<file path="config.mk">
export PLATFORM = sky130hd
export DESIGN_NAME = mmi_instr_unit
export DESIGN_NICKNAME = d
export VERILOG_FILES = /design/src/mmi_pkg.sv /design/src/mmi_bp_match.sv /design/src/mmi_instr_unit.sv /design/src/mmi_ones_count.sv
export SDC_FILE = /design/constraint.sdc
export NUM_CORES = 1
export LEC_CHECK = 0
export BUFFER_PORTS_ARGS = -buffer_cell sky130_fd_sc_hd__buf_4
export CAP_MARGIN = 0
export CELL_PAD_IN_SITES_DETAIL_PLACEMENT = 0
export CELL_PAD_IN_SITES_GLOBAL_PLACEMENT = 1
export CORE_UTILIZATION = 25
export CTS_CLUSTER_SIZE = 40
export DETAILED_ROUTE_END_ITERATION = 8
export GPL_TIMING_DRIVEN = 0
export PLACE_DENSITY = 0.59
export SYNTH_ARGS = -nofsm -noshare
export SYNTH_HDL_FRONTEND = slang
export SYNTH_SLANG_ARGS = --single-unit
</file>
<file path="constraint.sdc">
create_clock -name clk -period 13.8 [get_ports clk]
set_input_delay 1.38 -clock clk [delete_from_list [all_inputs] [get_ports clk]]
set_output_delay 1.38 -clock clk [all_outputs]
set_load 0.005 [all_outputs]
</file>
<file path="src/mmi_pkg.sv">
// constants shared by the maintenance and monitor instruction unit
`default_nettype none
package mmi_pkg;
  // ==========================================================
  // opcodes handled here
  localparam logic [7:0] OP_IDLE     = 8'h00; // wait for interrupt
  localparam logic [7:0] OP_KEYPOINT = 8'h03; // one-cycle no-op
  localparam logic [7:0] OP_BRKPT    = 8'h04; // load breakpoint
  localparam logic [7:0] OP_VOID     = 8'h05; // void stack, branch
  localparam logic [7:0] OP_FAULT    = 8'h06; // memory fault test
  localparam logic [7:0] OP_CHAN     = 8'h08; // raise channel flag
  localparam logic [7:0] OP_POPCNT   = 8'h1f; // count ones in field

  // ==========================================================
  // widths and field positions (bit 0 is the lsb here)
  localparam int ADDR_W    = 48;  // bit address width
  localparam int WORD_W    = 64;  // register width
  localparam int LEN_LSB   = 48;  // field length sits in 63:48
  localparam int BP_USE_HI = 54;  // usage bit for program address
  localparam int BP_USE_LO = 48;  // usage bit for y order vector
  localparam int HALF_LSB  = 5;   // half-word granule, 32 bits
  localparam int SWORD_LSB = 9;   // sword granule, 512 bits
  localparam int WORD_LSB  = 6;   // memory word granule, 64 bits
  localparam int FT_BYPASS = 7;   // designator bit 8 in r field

  // ==========================================================
  // operand reference slots, index into the usage field
  localparam logic [2:0] REF_A = 3'h5; // a / random read
  localparam logic [2:0] REF_B = 3'h4; // b operand
  localparam logic [2:0] REF_C = 3'h3; // c / random write
  localparam logic [2:0] REF_Z = 3'h2; // z control vector
  localparam logic [2:0] REF_X = 3'h1; // x order vector
  localparam logic [2:0] REF_Y = 3'h0; // y order vector

  // ==========================================================
  // channel range, trap entry register, reset values
  localparam logic [7:0]  CHAN_MIN  = 8'h01;
  localparam logic [7:0]  CHAN_MAX  = 8'h0c;
  localparam int          CHAN_N    = 12;
  localparam logic [7:0]  TRAP_REG  = 8'h03;
  localparam logic [63:0] BP_RESET  = 64'h0;
  localparam logic [6:0]  INV_RESET = 7'h00;

  // control sequencer, gray along ready -> fetch -> halt
  typedef enum logic [1:0] {
    ST_READY = 2'b00,
    ST_FETCH = 2'b01,
    ST_HALT  = 2'b11
  } mmi_state_e;
endpackage : mmi_pkg
`default_nettype wire
</file>
<file path="src/mmi_bp_match.sv">
// breakpoint address comparators for operand and program refs
`timescale 1ns/1ps
`default_nettype none
module mmi_bp_match #(
  parameter int AW = 48
) (
  // breakpoint contents and mode
  input  wire logic [AW-1:0] bp_addr,
  input  wire logic [6:0]    usage,
  input  wire logic          monitor,
  // operand reference from the pipeline
  input  wire logic          ref_valid,
  input  wire logic [2:0]    ref_slot,
  input  wire logic [AW-1:0] ref_vaddr,
  input  wire logic [AW-1:0] ref_aaddr,
  input  wire logic          ref_excl,
  // completed instruction address
  input  wire logic          pc_valid,
  input  wire logic [AW-1:0] pc_vaddr,
  input  wire logic [AW-1:0] pc_aaddr,
  // match results
  output logic               ref_hit,
  output logic               pc_hit
);
  logic [AW-1:0] ref_addr; // address space chosen by mode
  logic [AW-1:0] pc_addr;

  // ==========================================================
  // job mode sees virtual, monitor mode absolute addresses
  assign ref_addr = monitor ? ref_aaddr : ref_vaddr;
  assign pc_addr  = monitor ? pc_aaddr : pc_vaddr;

  // ==========================================================
  // operands match per sword; slot 6 is never an operand
  assign ref_hit = ref_valid && !ref_excl && (ref_slot < 3'h6) &&
                   usage[ref_slot] &&
                   (ref_addr[AW-1:mmi_pkg::SWORD_LSB] ==
                    bp_addr[AW-1:mmi_pkg::SWORD_LSB]);

  // program address matches per half-word
  assign pc_hit = pc_valid && usage[6] &&
                  (pc_addr[AW-1:mmi_pkg::HALF_LSB] ==
                   bp_addr[AW-1:mmi_pkg::HALF_LSB]);
endmodule // mmi_bp_match
`default_nettype wire

</file>
<file path="src/mmi_instr_unit.sv">
// maintenance and monitor instruction execution unit
`timescale 1ns/1ps
`default_nettype none
module mmi_instr_unit #(
  parameter int AW = 48,
  parameter int DW = 64
) (
  // clock and reset
  input  wire logic          clk,
  input  wire logic          rst_n,
  // instruction issue
  input  wire logic          instr_valid,
  input  wire logic [7:0]    instr_op,
  input  wire logic [7:0]    instr_r,
  input  wire logic [7:0]    instr_t,
  input  wire logic [AW-1:0] instr_paddr,
  input  wire logic          monitor_mode,
  output logic               instr_ready_q,
  output logic               instr_done_q,
  // designated register contents
  input  wire logic [DW-1:0] reg_r_val,
  input  wire logic [DW-1:0] reg_s_val,
  input  wire logic [DW-1:0] reg_t_val,
  // register file write
  output logic               rf_we_q,
  output logic [7:0]         rf_waddr_q,
  output logic [DW-1:0]      rf_wdata_q,
  // memory read for the field scan
  output logic               mem_req_q,
  output logic [AW-1:0]      mem_addr_q,
  input  wire logic          mem_ack,
  input  wire logic [DW-1:0] mem_rdata,
  // references and completions from the pipeline
  input  wire logic          ref_valid,
  input  wire logic [2:0]    ref_slot,
  input  wire logic [AW-1:0] ref_vaddr,
  input  wire logic [AW-1:0] ref_aaddr,
  input  wire logic          ref_scalar,
  input  wire logic          ref_table,
  input  wire logic          ref_io,
  input  wire logic          exec_done,
  input  wire logic [AW-1:0] exec_vaddr,
  input  wire logic [AW-1:0] exec_aaddr,
  // breakpoint and exchange
  input  wire logic          exchange_to_monitor,
  output logic               bp_flag_q,
  // stack void and branch
  output logic               stack_void_q,
  output logic               branch_q,
  output logic [AW-1:0]      branch_addr_q,
  // memory fault test modes
  output logic               ecc_bypass_q,
  output logic [6:0]         checkword_inv_q,
  // privilege trap
  output logic               trap_q,
  output logic [7:0]         trap_fcode_q,
  output logic [AW-1:0]      trap_paddr_q,
  output logic [7:0]         trap_entry_reg_q,
  // idle and external interrupt pin
  input  wire logic          ext_irq,
  output logic               ext_int_en_q,
  output logic               idle_q,
  // i/o channel flags, bit 0 is channel 1
  output logic [11:0]        chan_flag_q
);
  // ==========================================================
  // declarations
  mmi_pkg::mmi_state_e state_q;    // sequencer
  logic [DW-1:0]       bp_q;       // breakpoint_match_register
  logic                bp_pend_q;  // operand hit awaiting completion
  logic [AW-1:0]       pc_addr_q;  // next bit to scan
  logic [15:0]         pc_left_q;  // bits still to scan
  logic [15:0]         pc_cnt_q;   // ones found so far
  logic [7:0]          pc_dst_q;   // destination register number
  logic [2:0]          irq_sync_q; // pin synchroniser
  logic                irq_on;     // debounced interrupt level
  logic                accept;     // instruction taken this cycle
  logic                priv_op;    // monitor-only opcode
  logic [6:0]          room;       // bits left in current word
  logic [6:0]          span;       // bits counted this word
  logic [6:0]          ones;       // ones in this word
  logic                last_word;  // field ends in this word
  logic [AW-1:0]       pop_start;  // base plus index
  logic [15:0]         pop_len;    // field length in bits
  logic                ref_hit;    // operand address matched
  logic                pc_hit;     // program address matched
  logic                ref_excl;   // references never compared

  assign accept  = instr_valid && instr_ready_q;
  assign priv_op = (instr_op == mmi_pkg::OP_IDLE) ||
                   (instr_op == mmi_pkg::OP_CHAN);

  // ==========================================================
  // field scan arithmetic
  assign pop_len   = reg_r_val[DW-1:mmi_pkg::LEN_LSB];
  assign pop_start = reg_r_val[AW-1:0] + reg_s_val[AW-1:0];
  assign room      = 7'h40 - {1'b0, pc_addr_q[5:0]};
  assign span      = ({9'h000, room} < pc_left_q) ? room
                                                  : pc_left_q[6:0];
  assign last_word = ({9'h000, span} == pc_left_q);

  // one word of the field per memory answer
  mmi_ones_count #(
    .W (DW)
  ) u_ones (
    .word  (mem_rdata),
    .first (pc_addr_q[5:0]),
    .n     (span),
    .ones  (ones)
  );

  // ==========================================================
  // breakpoint comparison; scalar, table, channel refs excluded
  assign ref_excl = ref_scalar || ref_table || ref_io;

  mmi_bp_match #(
    .AW (AW)
  ) u_bp (
    .bp_addr   (bp_q[AW-1:0]),
    .usage     (bp_q[mmi_pkg::BP_USE_HI:mmi_pkg::BP_USE_LO]),
    .monitor   (monitor_mode),
    .ref_valid (ref_valid),
    .ref_slot  (ref_slot),
    .ref_vaddr (ref_vaddr),
    .ref_aaddr (ref_aaddr),
    .ref_excl  (ref_excl),
    .pc_valid  (exec_done),
    .pc_vaddr  (exec_vaddr),
    .pc_aaddr  (exec_aaddr),
    .ref_hit   (ref_hit),
    .pc_hit    (pc_hit)
  );

  // ==========================================================
  // interrupt pin: three stages, level high only while the last two are both high
  always_ff @(posedge clk or negedge rst_n) begin
    if (!rst_n) begin
      irq_sync_q <= 3'h0;
    end else begin
      irq_sync_q <= {irq_sync_q[1:0], ext_irq};
    end
  end
  assign irq_on = irq_sync_q[1] && irq_sync_q[2];

  // ==========================================================
  // sequencer and instruction handshake
  always_ff @(posedge clk or negedge rst_n) begin
    if (!rst_n) begin
      state_q       <= mmi_pkg::ST_READY;
      instr_ready_q <= 1'b0;
      instr_done_q  <= 1'b0;
    end else begin
      instr_done_q <= 1'b0;
      case (state_q)
        mmi_pkg::ST_READY: begin
          instr_ready_q <= 1'b1;
          if (accept) begin
            if (instr_op == mmi_pkg::OP_POPCNT && pop_len != 16'h0) begin
              state_q       <= mmi_pkg::ST_FETCH;
              instr_ready_q <= 1'b0;
            end else if (instr_op == mmi_pkg::OP_IDLE && monitor_mode) begin
              state_q       <= mmi_pkg::ST_HALT;
              instr_ready_q <= 1'b0;
            end else if (!(priv_op && !monitor_mode)) begin
              instr_done_q <= 1'b1;
            end
          end
        end
        mmi_pkg::ST_FETCH: begin
          // scan ends when all bits are counted
          if (mem_ack && last_word) begin
            state_q       <= mmi_pkg::ST_READY;
            instr_ready_q <= 1'b1;
            instr_done_q  <= 1'b1;
          end
        end
        mmi_pkg::ST_HALT: begin
          // execution suspended until an interrupt arrives
          if (irq_on) begin
            state_q       <= mmi_pkg::ST_READY;
            instr_ready_q <= 1'b1;
            instr_done_q  <= 1'b1;
          end
        end
        default: begin
          state_q       <= mmi_pkg::ST_READY;
          instr_ready_q <= 1'b0;
        end
      endcase
    end
  end

  // ==========================================================
  // field scan datapath and register write of the count
  always_ff @(posedge clk or negedge rst_n) begin
    if (!rst_n) begin
      pc_addr_q  <= '0;
      pc_left_q  <= 16'h0;
      pc_cnt_q   <= 16'h0;
      pc_dst_q   <= 8'h00;
      mem_req_q  <= 1'b0;
      mem_addr_q <= '0;
      rf_we_q    <= 1'b0;
      rf_waddr_q <= 8'h00;
      rf_wdata_q <= '0;
    end else begin
      rf_we_q <= 1'b0;
      if (accept && instr_op == mmi_pkg::OP_POPCNT) begin
        pc_addr_q <= pop_start;
        pc_left_q <= pop_len;
        pc_cnt_q  <= 16'h0;
        pc_dst_q  <= instr_t;
        if (pop_len == 16'h0) begin
          // empty field still clears the destination
          rf_we_q    <= 1'b1;
          rf_waddr_q <= instr_t;
          rf_wdata_q <= '0;
        end else begin
          mem_req_q  <= 1'b1;
          mem_addr_q <= {pop_start[AW-1:mmi_pkg::WORD_LSB], 6'h00};
        end
      end else if (state_q == mmi_pkg::ST_FETCH && mem_ack) begin
        // left to right, one word per answer
        pc_addr_q <= pc_addr_q + {{(AW-7){1'b0}}, span};
        pc_left_q <= pc_left_q - {9'h000, span};
        pc_cnt_q  <= pc_cnt_q + {9'h000, ones};
        mem_addr_q <= {pc_addr_q[AW-1:mmi_pkg::WORD_LSB] + 42'h1, 6'h00};
        if (last_word) begin
          mem_req_q  <= 1'b0;
          rf_we_q    <= 1'b1;
          rf_waddr_q <= pc_dst_q;
          rf_wdata_q <= {48'h0, pc_cnt_q + {9'h000, ones}};
        end
      end
    end
  end

  // ==========================================================
  // breakpoint register; exchange clear beats a same-cycle load
  always_ff @(posedge clk or negedge rst_n) begin
    if (!rst_n) begin
      bp_q <= mmi_pkg::BP_RESET;
    end else if (exchange_to_monitor) begin
      bp_q <= mmi_pkg::BP_RESET;
    end else if (accept && instr_op == mmi_pkg::OP_BRKPT) begin
      bp_q <= reg_r_val;
    end
  end

  // ==========================================================
  // hits wait for completion; a hit in the completing cycle counts
  always_ff @(posedge clk or negedge rst_n) begin
    if (!rst_n) begin
      bp_pend_q <= 1'b0;
      bp_flag_q <= 1'b0;
    end else begin
      bp_flag_q <= exec_done && (bp_pend_q || ref_hit || pc_hit);
      if (exec_done) begin
        bp_pend_q <= 1'b0;
      end else if (ref_hit) begin
        bp_pend_q <= 1'b1;
      end
    end
  end

  // ==========================================================
  // void stack and branch, one-cycle pulses
  always_ff @(posedge clk or negedge rst_n) begin
    if (!rst_n) begin
      stack_void_q  <= 1'b0;
      branch_q      <= 1'b0;
      branch_addr_q <= '0;
    end else begin
      stack_void_q <= 1'b0;
      branch_q     <= 1'b0;
      if (accept && instr_op == mmi_pkg::OP_VOID) begin
        stack_void_q  <= 1'b1;
        branch_q      <= 1'b1;
        branch_addr_q <= reg_t_val[AW-1:0];
      end
    end
  end

  // ==========================================================
  // fault test modes; software must zero them before job entry
  always_ff @(posedge clk or negedge rst_n) begin
    if (!rst_n) begin
      ecc_bypass_q    <= 1'b0;
      checkword_inv_q <= mmi_pkg::INV_RESET;
    end else if (accept && instr_op == mmi_pkg::OP_FAULT &&
                 monitor_mode) begin
      ecc_bypass_q    <= instr_r[mmi_pkg::FT_BYPASS];
      checkword_inv_q <= instr_r[6:0];
    end
  end

  // ==========================================================
  // privilege trap, taken like an undefined opcode
  always_ff @(posedge clk or negedge rst_n) begin
    if (!rst_n) begin
      trap_q           <= 1'b0;
      trap_fcode_q     <= 8'h00;
      trap_paddr_q     <= '0;
      trap_entry_reg_q <= 8'h00;
    end else begin
      trap_q <= 1'b0;
      if (accept && priv_op && !monitor_mode) begin
        trap_q           <= 1'b1;
        trap_fcode_q     <= instr_op;
        trap_paddr_q     <= instr_paddr;
        trap_entry_reg_q <= mmi_pkg::TRAP_REG;
      end
    end
  end

  // ==========================================================
  // idle: interrupt enable held for the whole wait
  always_ff @(posedge clk or negedge rst_n) begin
    if (!rst_n) begin
      idle_q       <= 1'b0;
      ext_int_en_q <= 1'b0;
    end else if (accept && instr_op == mmi_pkg::OP_IDLE && monitor_mode) begin
      idle_q       <= 1'b1;
      ext_int_en_q <= 1'b1;
    end else if (state_q == mmi_pkg::ST_HALT && irq_on) begin
      idle_q       <= 1'b0;
      ext_int_en_q <= 1'b0;
    end
  end

  // ==========================================================
  // channel flags; a number out of range does nothing
  genvar ch;
  generate
    for (ch = 0; ch < mmi_pkg::CHAN_N; ch++) begin : g_chan
      always_ff @(posedge clk or negedge rst_n) begin
        if (!rst_n) begin
          chan_flag_q[ch] <= 1'b0;
        end else begin
          chan_flag_q[ch] <= accept && monitor_mode &&
                             instr_op == mmi_pkg::OP_CHAN &&
                             instr_r == 8'(ch + 1);
        end
      end
    end
  endgenerate
endmodule // mmi_instr_unit
`default_nettype wire

</file>
<file path="src/mmi_ones_count.sv">
// counts ones in a selected span of one memory word
`timescale 1ns/1ps
`default_nettype none
module mmi_ones_count #(
  parameter int W = 64
) (
  // word and span, bit 0 of the span is the word's msb
  input  wire logic [W-1:0] word,
  input  wire logic [5:0]   first,
  input  wire logic [6:0]   n,
  // result
  output logic [6:0]        ones
);
  logic [W-1:0] sel; // one per counted bit position

  // ==========================================================
  // span mask, numbered from the left as the field is scanned
  genvar i;
  generate
    for (i = 0; i < W; i++) begin : g_sel
      localparam logic [6:0] POS = 7'(i);
      assign sel[W-1-i] = (POS >= {1'b0, first}) &&
                          (POS < ({1'b0, first} + n));
    end
  endgenerate

  // ==========================================================
  // adder tree left to the tool; one word per cycle is enough
  always_comb begin
    ones = 7'h00;
    for (int k = 0; k < W; k++) begin
      ones = ones + {6'h00, word[k] & sel[k]};
    end
  end
endmodule // mmi_ones_count
`default_nettype wire

</file>
* Word level (Yosys, flattened, before mapping) *
Index checks and enable logic that the tools add are counted.

storage, ports and cells
  input port bits = 535
  bits in registers = 402
  output and inout bits = 262

cells by class
  bitwise gates (word level) = 64
  order comparisons = 130
  reductions and logical operators = 122
  $add $sub $neg = 70
  mux-type cells = 57
  eq/ne operators = 28

operators by type and width
  operator                                            count
  adder 7 x 1 -> 7 bit                                62
  two-way mux 48 bit                                  7
  two-way mux 64 bit                                  4
  < comparator 6 x 7 -> 1 bit, first input constant   32
  >= comparator 6 bit, first input constant           31
  < comparator 5 x 7 -> 1 bit, first input constant   16
  two-way mux 55 bit                                  2
  logical AND 1 bit                                   101
  >= comparator 5 x 6 -> 1 bit, first input constant  16
  AND 1 bit                                           64
  two-way mux 16 bit                                  4
  == test 8 x 3 -> 1 bit, second input constant       7
  < comparator 4 x 7 -> 1 bit, first input constant   8
  adder 48 bit                                        1
  adder 48 x 7 -> 48 bit                              1
  == test 8 x 4 -> 1 bit, second input constant       6
  >= comparator 4 x 6 -> 1 bit, first input constant  8
  == test 43 bit                                      1
  adder 42 x 1 -> 42 bit, second input constant       1
  == test 39 bit                                      1
  two-way mux 8 bit                                   4
  < comparator 3 x 7 -> 1 bit, first input constant   4
  two-way mux 1 bit                                   26
  >= comparator 3 x 6 -> 1 bit, first input constant  4
  36 further kinds                                    60

* Longest topological paths before layout *
  depth after elaboration = 74
  mapped depth = 56
  mapped depth without buffers = 54

* Cells and area by module *
From an unflattened synthesis, not the netlist that was laid out.

unflattened totals
  cell total of the unflattened synthesis = 2759
  area, all modules = 25071.5 um^2

modules (own cells, without submodules)
  module          area each (um^2)  sequential area each (um^2)  times used  cells an instance
  mmi_instr_unit  19697.6           8708.4                       1           2103
  mmi_ones_count  3538.4            0.0                          1           449
  mmi_bp_match    1835.5            0.0                          1           207

* Worst setup path after synthesis *
Ideal clock, no wire load.

  path type = reg-to-reg
  start point = register pc_addr_q[1]
  end point = register rf_wdata_q[15]
  slack = 1553 ps
  library setup time = 96 ps
  stages on the path, launching flop included = 52
  path buffers = 4
  arrival = 12152 ps
  cells stage by stage = dfrtp_1 clkbuf_1 inv_1 ha_1 nor2b_1 clkbuf_1 nor2_1 ha_1 a21oi_1 o21ai_0 a21oi_1 nor2_1 mux2_2 inv_1 fa_1 nor2b_1 o21ai_0 a21oi_1 [16 not listed] fa_1 inv_1 fa_1 fa_1 inv_1 fa_1 inv_1 ha_1 a21o_1 a21oi_1 o21ai_0 a21o_1 a21o_1 a21oi_1 clkbuf_1 nor3_1 xnor2_1 o31ai_1

on the way
  longest elaborated chain between the ends = 74

RTL lines
  element                              RTL line               RTL
  start, declared                      mmi_instr_unit.sv:71   logic [AW-1:0] pc_addr_q;
  start signal, assigned               mmi_instr_unit.sv:209  pc_addr_q <= pop_start;
  start signal, assigned               mmi_instr_unit.sv:224  pc_addr_q <= pc_addr_q + {{(AW-7){1'b0}}, span};
  subtractor 7 x 6 -> 7 bit            mmi_instr_unit.sv:97   assign room = 7'h40 - {1'b0, pc_addr_q[5:0]};
  < comparator 7 x 16 -> 1 bit         mmi_instr_unit.sv:98   assign span = ({9'h000, room} < pc_left_q) ? room
  two-way mux 7 bit                    mmi_instr_unit.sv:98
  adder 6 x 7 -> 7 bit                 mmi_ones_count.sv:23   (POS < ({1'b0, first} + n));
  < comparator 6 x 7 -> 1 bit          mmi_ones_count.sv:23
  logical AND 1 bit                    mmi_ones_count.sv:22   assign sel[W-1-i] = (POS >= {1'b0, first}) &&
  AND 1 bit                            mmi_ones_count.sv:32   ones = ones + {6'h00, word[k] & sel[k]};
  adder 1 x 1 -> 2 bit                 mmi_ones_count.sv:32
  adder 7 x 1 -> 7 bit (62 in series)  mmi_ones_count.sv:32
  adder 16 x 7 -> 16 bit               mmi_instr_unit.sv:232  rf_wdata_q <= {48'h0, pc_cnt_q + {9'h000, ones}};
  two-way mux 64 bit                   mmi_instr_unit.sv:228  if (last_word) begin
  two-way mux 64 bit                   mmi_instr_unit.sv:222  end else if (state_q == mmi_pkg::ST_FETCH && mem_ack) begin
  two-way mux 64 bit                   mmi_instr_unit.sv:208  if (accept && instr_op == mmi_pkg::OP_POPCNT) begin
  end signal, assigned                 mmi_instr_unit.sv:232
  end, declared                        mmi_instr_unit.sv:27   output logic [DW-1:0] rf_wdata_q,

Parallel ways exist; a longest one is shown, timed or not. The select of a mux whose other input is x is not followed.
A chain may end at the register's enable or synchronous reset.

* Final worst setup path *
Ends and elaborated chain as after synthesis.

==> results.json <==
{
  "critPathRequiredTime_ps": 14310,
  "cts_made_buffers": 47,
  "die_area_sq_mm": 0.09755,
  "cpPeakStageDelay_ps": 560,
  "worstHoldStart": "irq_sync_q[0]",
  "min_period_ps": 13150,
  "grt_max_degree": 97,
  "grt_first_pass_wirelength_mm": 179.6,
  "hpwl_mm": 107.4,
  "dr.pass1.iters": 5,
  "port_buffers": 674,
  "initial_core_util": 0.2530,
  "clock-sinks": 343,
  "rr_worst_depth": 49,
  "area_delta_synth_final_pct": 35.94,
  "hp-class": "flop to flop",
  "die_y_um": 312.3,
  "finalSetupViolCount": 0,
  "ys_ff_latch": 343,
  "root_buffer": "clkbuf_16",
  "crit_top_cell": "fa_1",
  "status": "complete, no violations",
  "slew_viol_final": 0,
  "worstHoldPathCells": 0,
  "antenna_found_initial": 20,
  "ys_types": 75,
  "syn_inst": 2672,
  "max_clock_freq_mhz": 76.06,
  "synthTopCellsByArea": "dfrtp_1 36%, mux2_2 5.5%, nand2_1 5.3%",
  "num_rows": 113,
  "drt_iter0_drc": 1709,
  "fin_crit_sh": 0.9528,
  "startpoint_type": "flop",
  "reg2reg_to": "rf_wdata_q[15]",
  "ant_nets": 0,
  "grt-ovfl-total": 0,
  "reg2reg_from": "pc_addr_q[1]",
  "cp_max_fo": 10,
  "drc": 0,
  "vias_per_cell": 4.908,
  "skew_ps": 33.93,
  "endpoint_kind": "flop",
  "path_buf_inv": 10,
  "synth_edf_count": 0,
  "synth_area_sq_mm": 0.02408,
  "synth_top_area_frac": 0.3565,
  "h-tree-depth": 2,
  "nFillCells": 10169,
  "wl_per_cell_um": 26.97,
  "ys.flop_type": "dfrtp_1",
  "num_io_pins": 797,
  "clockBufferDepth": 3,
  "nNetsFinal": 4148,
  "critical-path-slowest-cell": "fa_1",
  "hold_viol": 0,
  "worst_slew_pin_slew_ps": 1237,
  "async_flop_share": 1.000,
  "synth-warning-count": 0,
  "grt_usage": 0.2579,
  "worstPathArrival_ps": 13660,
  "seq_area_frac_synth": 0.3565,
  "finalSetupTns_ps": 0,
  "path_delay_family": "adder cells",
  "insertion_delay_ps": 630,
  "layout-drive-gt1-share": 0.2826,
  "fp.dieW_um": 312.3,
  "cts_tree": "done",
  "maxCapViolations": 0,
  "vias": 23379,
  "hold_end": "irq_sync_q[1]",
  "yosysTopAreaCell": "dfrtp_1",
  "dp_slack_ps": -777.4,
  "slew_headroom": 0.1720,
  "coreArea_sq_mm": 0.09515,
  "syn_avg_cell_area_sq_um": 9.011,
  "r2r_slack_ps": 650,
  "routabilityCongestion": 0.9771,
  "rsz0062_at_grt": "false",
  "path_clk_slew_ps": 60,
  "routed_wl_mm": 128.5,
  "crit_type": "flop to flop",
  "grt_pass1_vias": 23552,
  "setup_ws_ps": 651.9
}
-- final cells by class --
cell class / count / area (sq um) / area share
clock buffers: 68 / 1385 / 0.04232
clock inverters: 15 / 201.4 / 0.006155
flip-flops and latches: 343 / 8583 / 0.2622
multi-input cells: 2075 / 14370 / 0.4389
well taps: 1265 / 1583 / 0.04836
plain buffers: 196 / 994.7 / 0.03039
repair buffers: 680 / 5170 / 0.1580
inverters: 116 / 435.4 / 0.01330
diodes: 5 / 12.51 / 0.0003823
-- layer usage --
metal | vias up | wire length (um) | GRT usage | part of all wire
met3 | 125 | 10580 | 0.07147 | 0.082
met1 | 11540 | 55680 | 0.3376 | 0.43
li1 | 10814 | - | - | -
met2 | 886 | 58710 | 0.4146 | 0.46
met4 | 14 | 3403 | 0.07052 | 0.026
met5 | - | 89 | 0 | 0.00069
-- worst max path at each step --
stage,from,endpoint,depth (start not counted)
detailed placement,pc_addr_q[1],rf_wdata_q[15],53
global route,pc_addr_q[1],rf_wdata_q[9],49
finish,pc_addr_q[1],rf_wdata_q[15],49
floorplan,pc_addr_q[1],rf_wdata_q[15],51
global placement,pc_addr_q[1],rf_wdata_q[15],53
CTS,pc_addr_q[1],rf_wdata_q[15],51
-- synth_stat cells, types with 63 or more instances --
cell type / number
dfrtp_1: 343
nand2_1: 339
a21oi_1: 208
nor2_1: 200
xnor2_1: 136
o21ai_0: 125
mux2_2: 117
inv_1: 114
clkbuf_1: 102
xor2_1: 101
ha_1: 96
mux2i_1: 88
buf_4: 63
nand3_1: 63
-- registers in the layout (all words and copies together), names as in the netlist, 12 cells and up --
name / flops
trap_paddr_q: 48
branch_addr_q: 48
bp_q: 50
chan_flag_q: 12
pc_cnt_q: 16
mem_addr_q: 42
pc_left_q: 16
rf_wdata_q: 16
pc_addr_q: 48
-- timing repair --
action,in CTS,in global routing
resized for setup,6,22
hold buffers,0,0
pin swaps,0,3
buffers inserted,0,2
endpoints found under the setup margin,22,23
endpoints found under the hold margin,0,0
-- cells by family after synthesis --
group | Yosys count | synth area share
buffers and inverters | 313 | 0.05919
XOR/XNOR | 237 | 0.08621
AND/OR/NAND/NOR | 854 | 0.1625
adder cells (fa/ha/maj) | 154 | 0.09811
multiplexers | 205 | 0.09131
other | 1 | 0.0001558
AO/OA/AOI/OAI | 565 | 0.1460
flip-flops | 343 | 0.3565
-- cell usage in the layout, fill, tap and decap left out, types with 14 or more instances in the layout --
master,count
and3_1,19
mux2_2,117
a31oi_1,15
o21ai_0,123
nor2_1,198
a21o_1,42
o211ai_1,16
xor2_1,99
nor4_1,34
mux2i_1,88
fa_1,58
a211oi_1,14
inv_1,113
ha_1,95
conb_1,60
o31ai_1,20
nand3_1,62
o2111ai_1,22
nand4_1,60
or3_1,15
clkbuf_16,47
o21a_1,15
nor3_1,46
buf_1,21
dfrtp_1,343
nand2b_1,15
clkbuf_1,104
a21oi_1,206
buf_4,738
nand2_1,338
xnor2_1,136
nor2b_1,19
-- per-stage QoR --
| step | area, sq um | utilization | instances | hold slack [ps] |
|---|---|---|---|---|
| finish | 32730 | 0.3440 | 4763 | 359.6 |
| detailed placement | 31040 | 0.3262 | 4674 | 338.7 |
| CTS | 32650 | 0.3431 | 4757 | 360.7 |
| global placement | 30940 | 0.3252 | 4670 | 334.5 |
| floorplan | 24300 | - | 2731 | 331.2 |
| global route | 32720 | 0.3439 | 4760 | 361.8 |
Power is left out: the tool's default activity adds up to more than one toggle a clock period on the data nets, which glitch-free logic cannot reach.
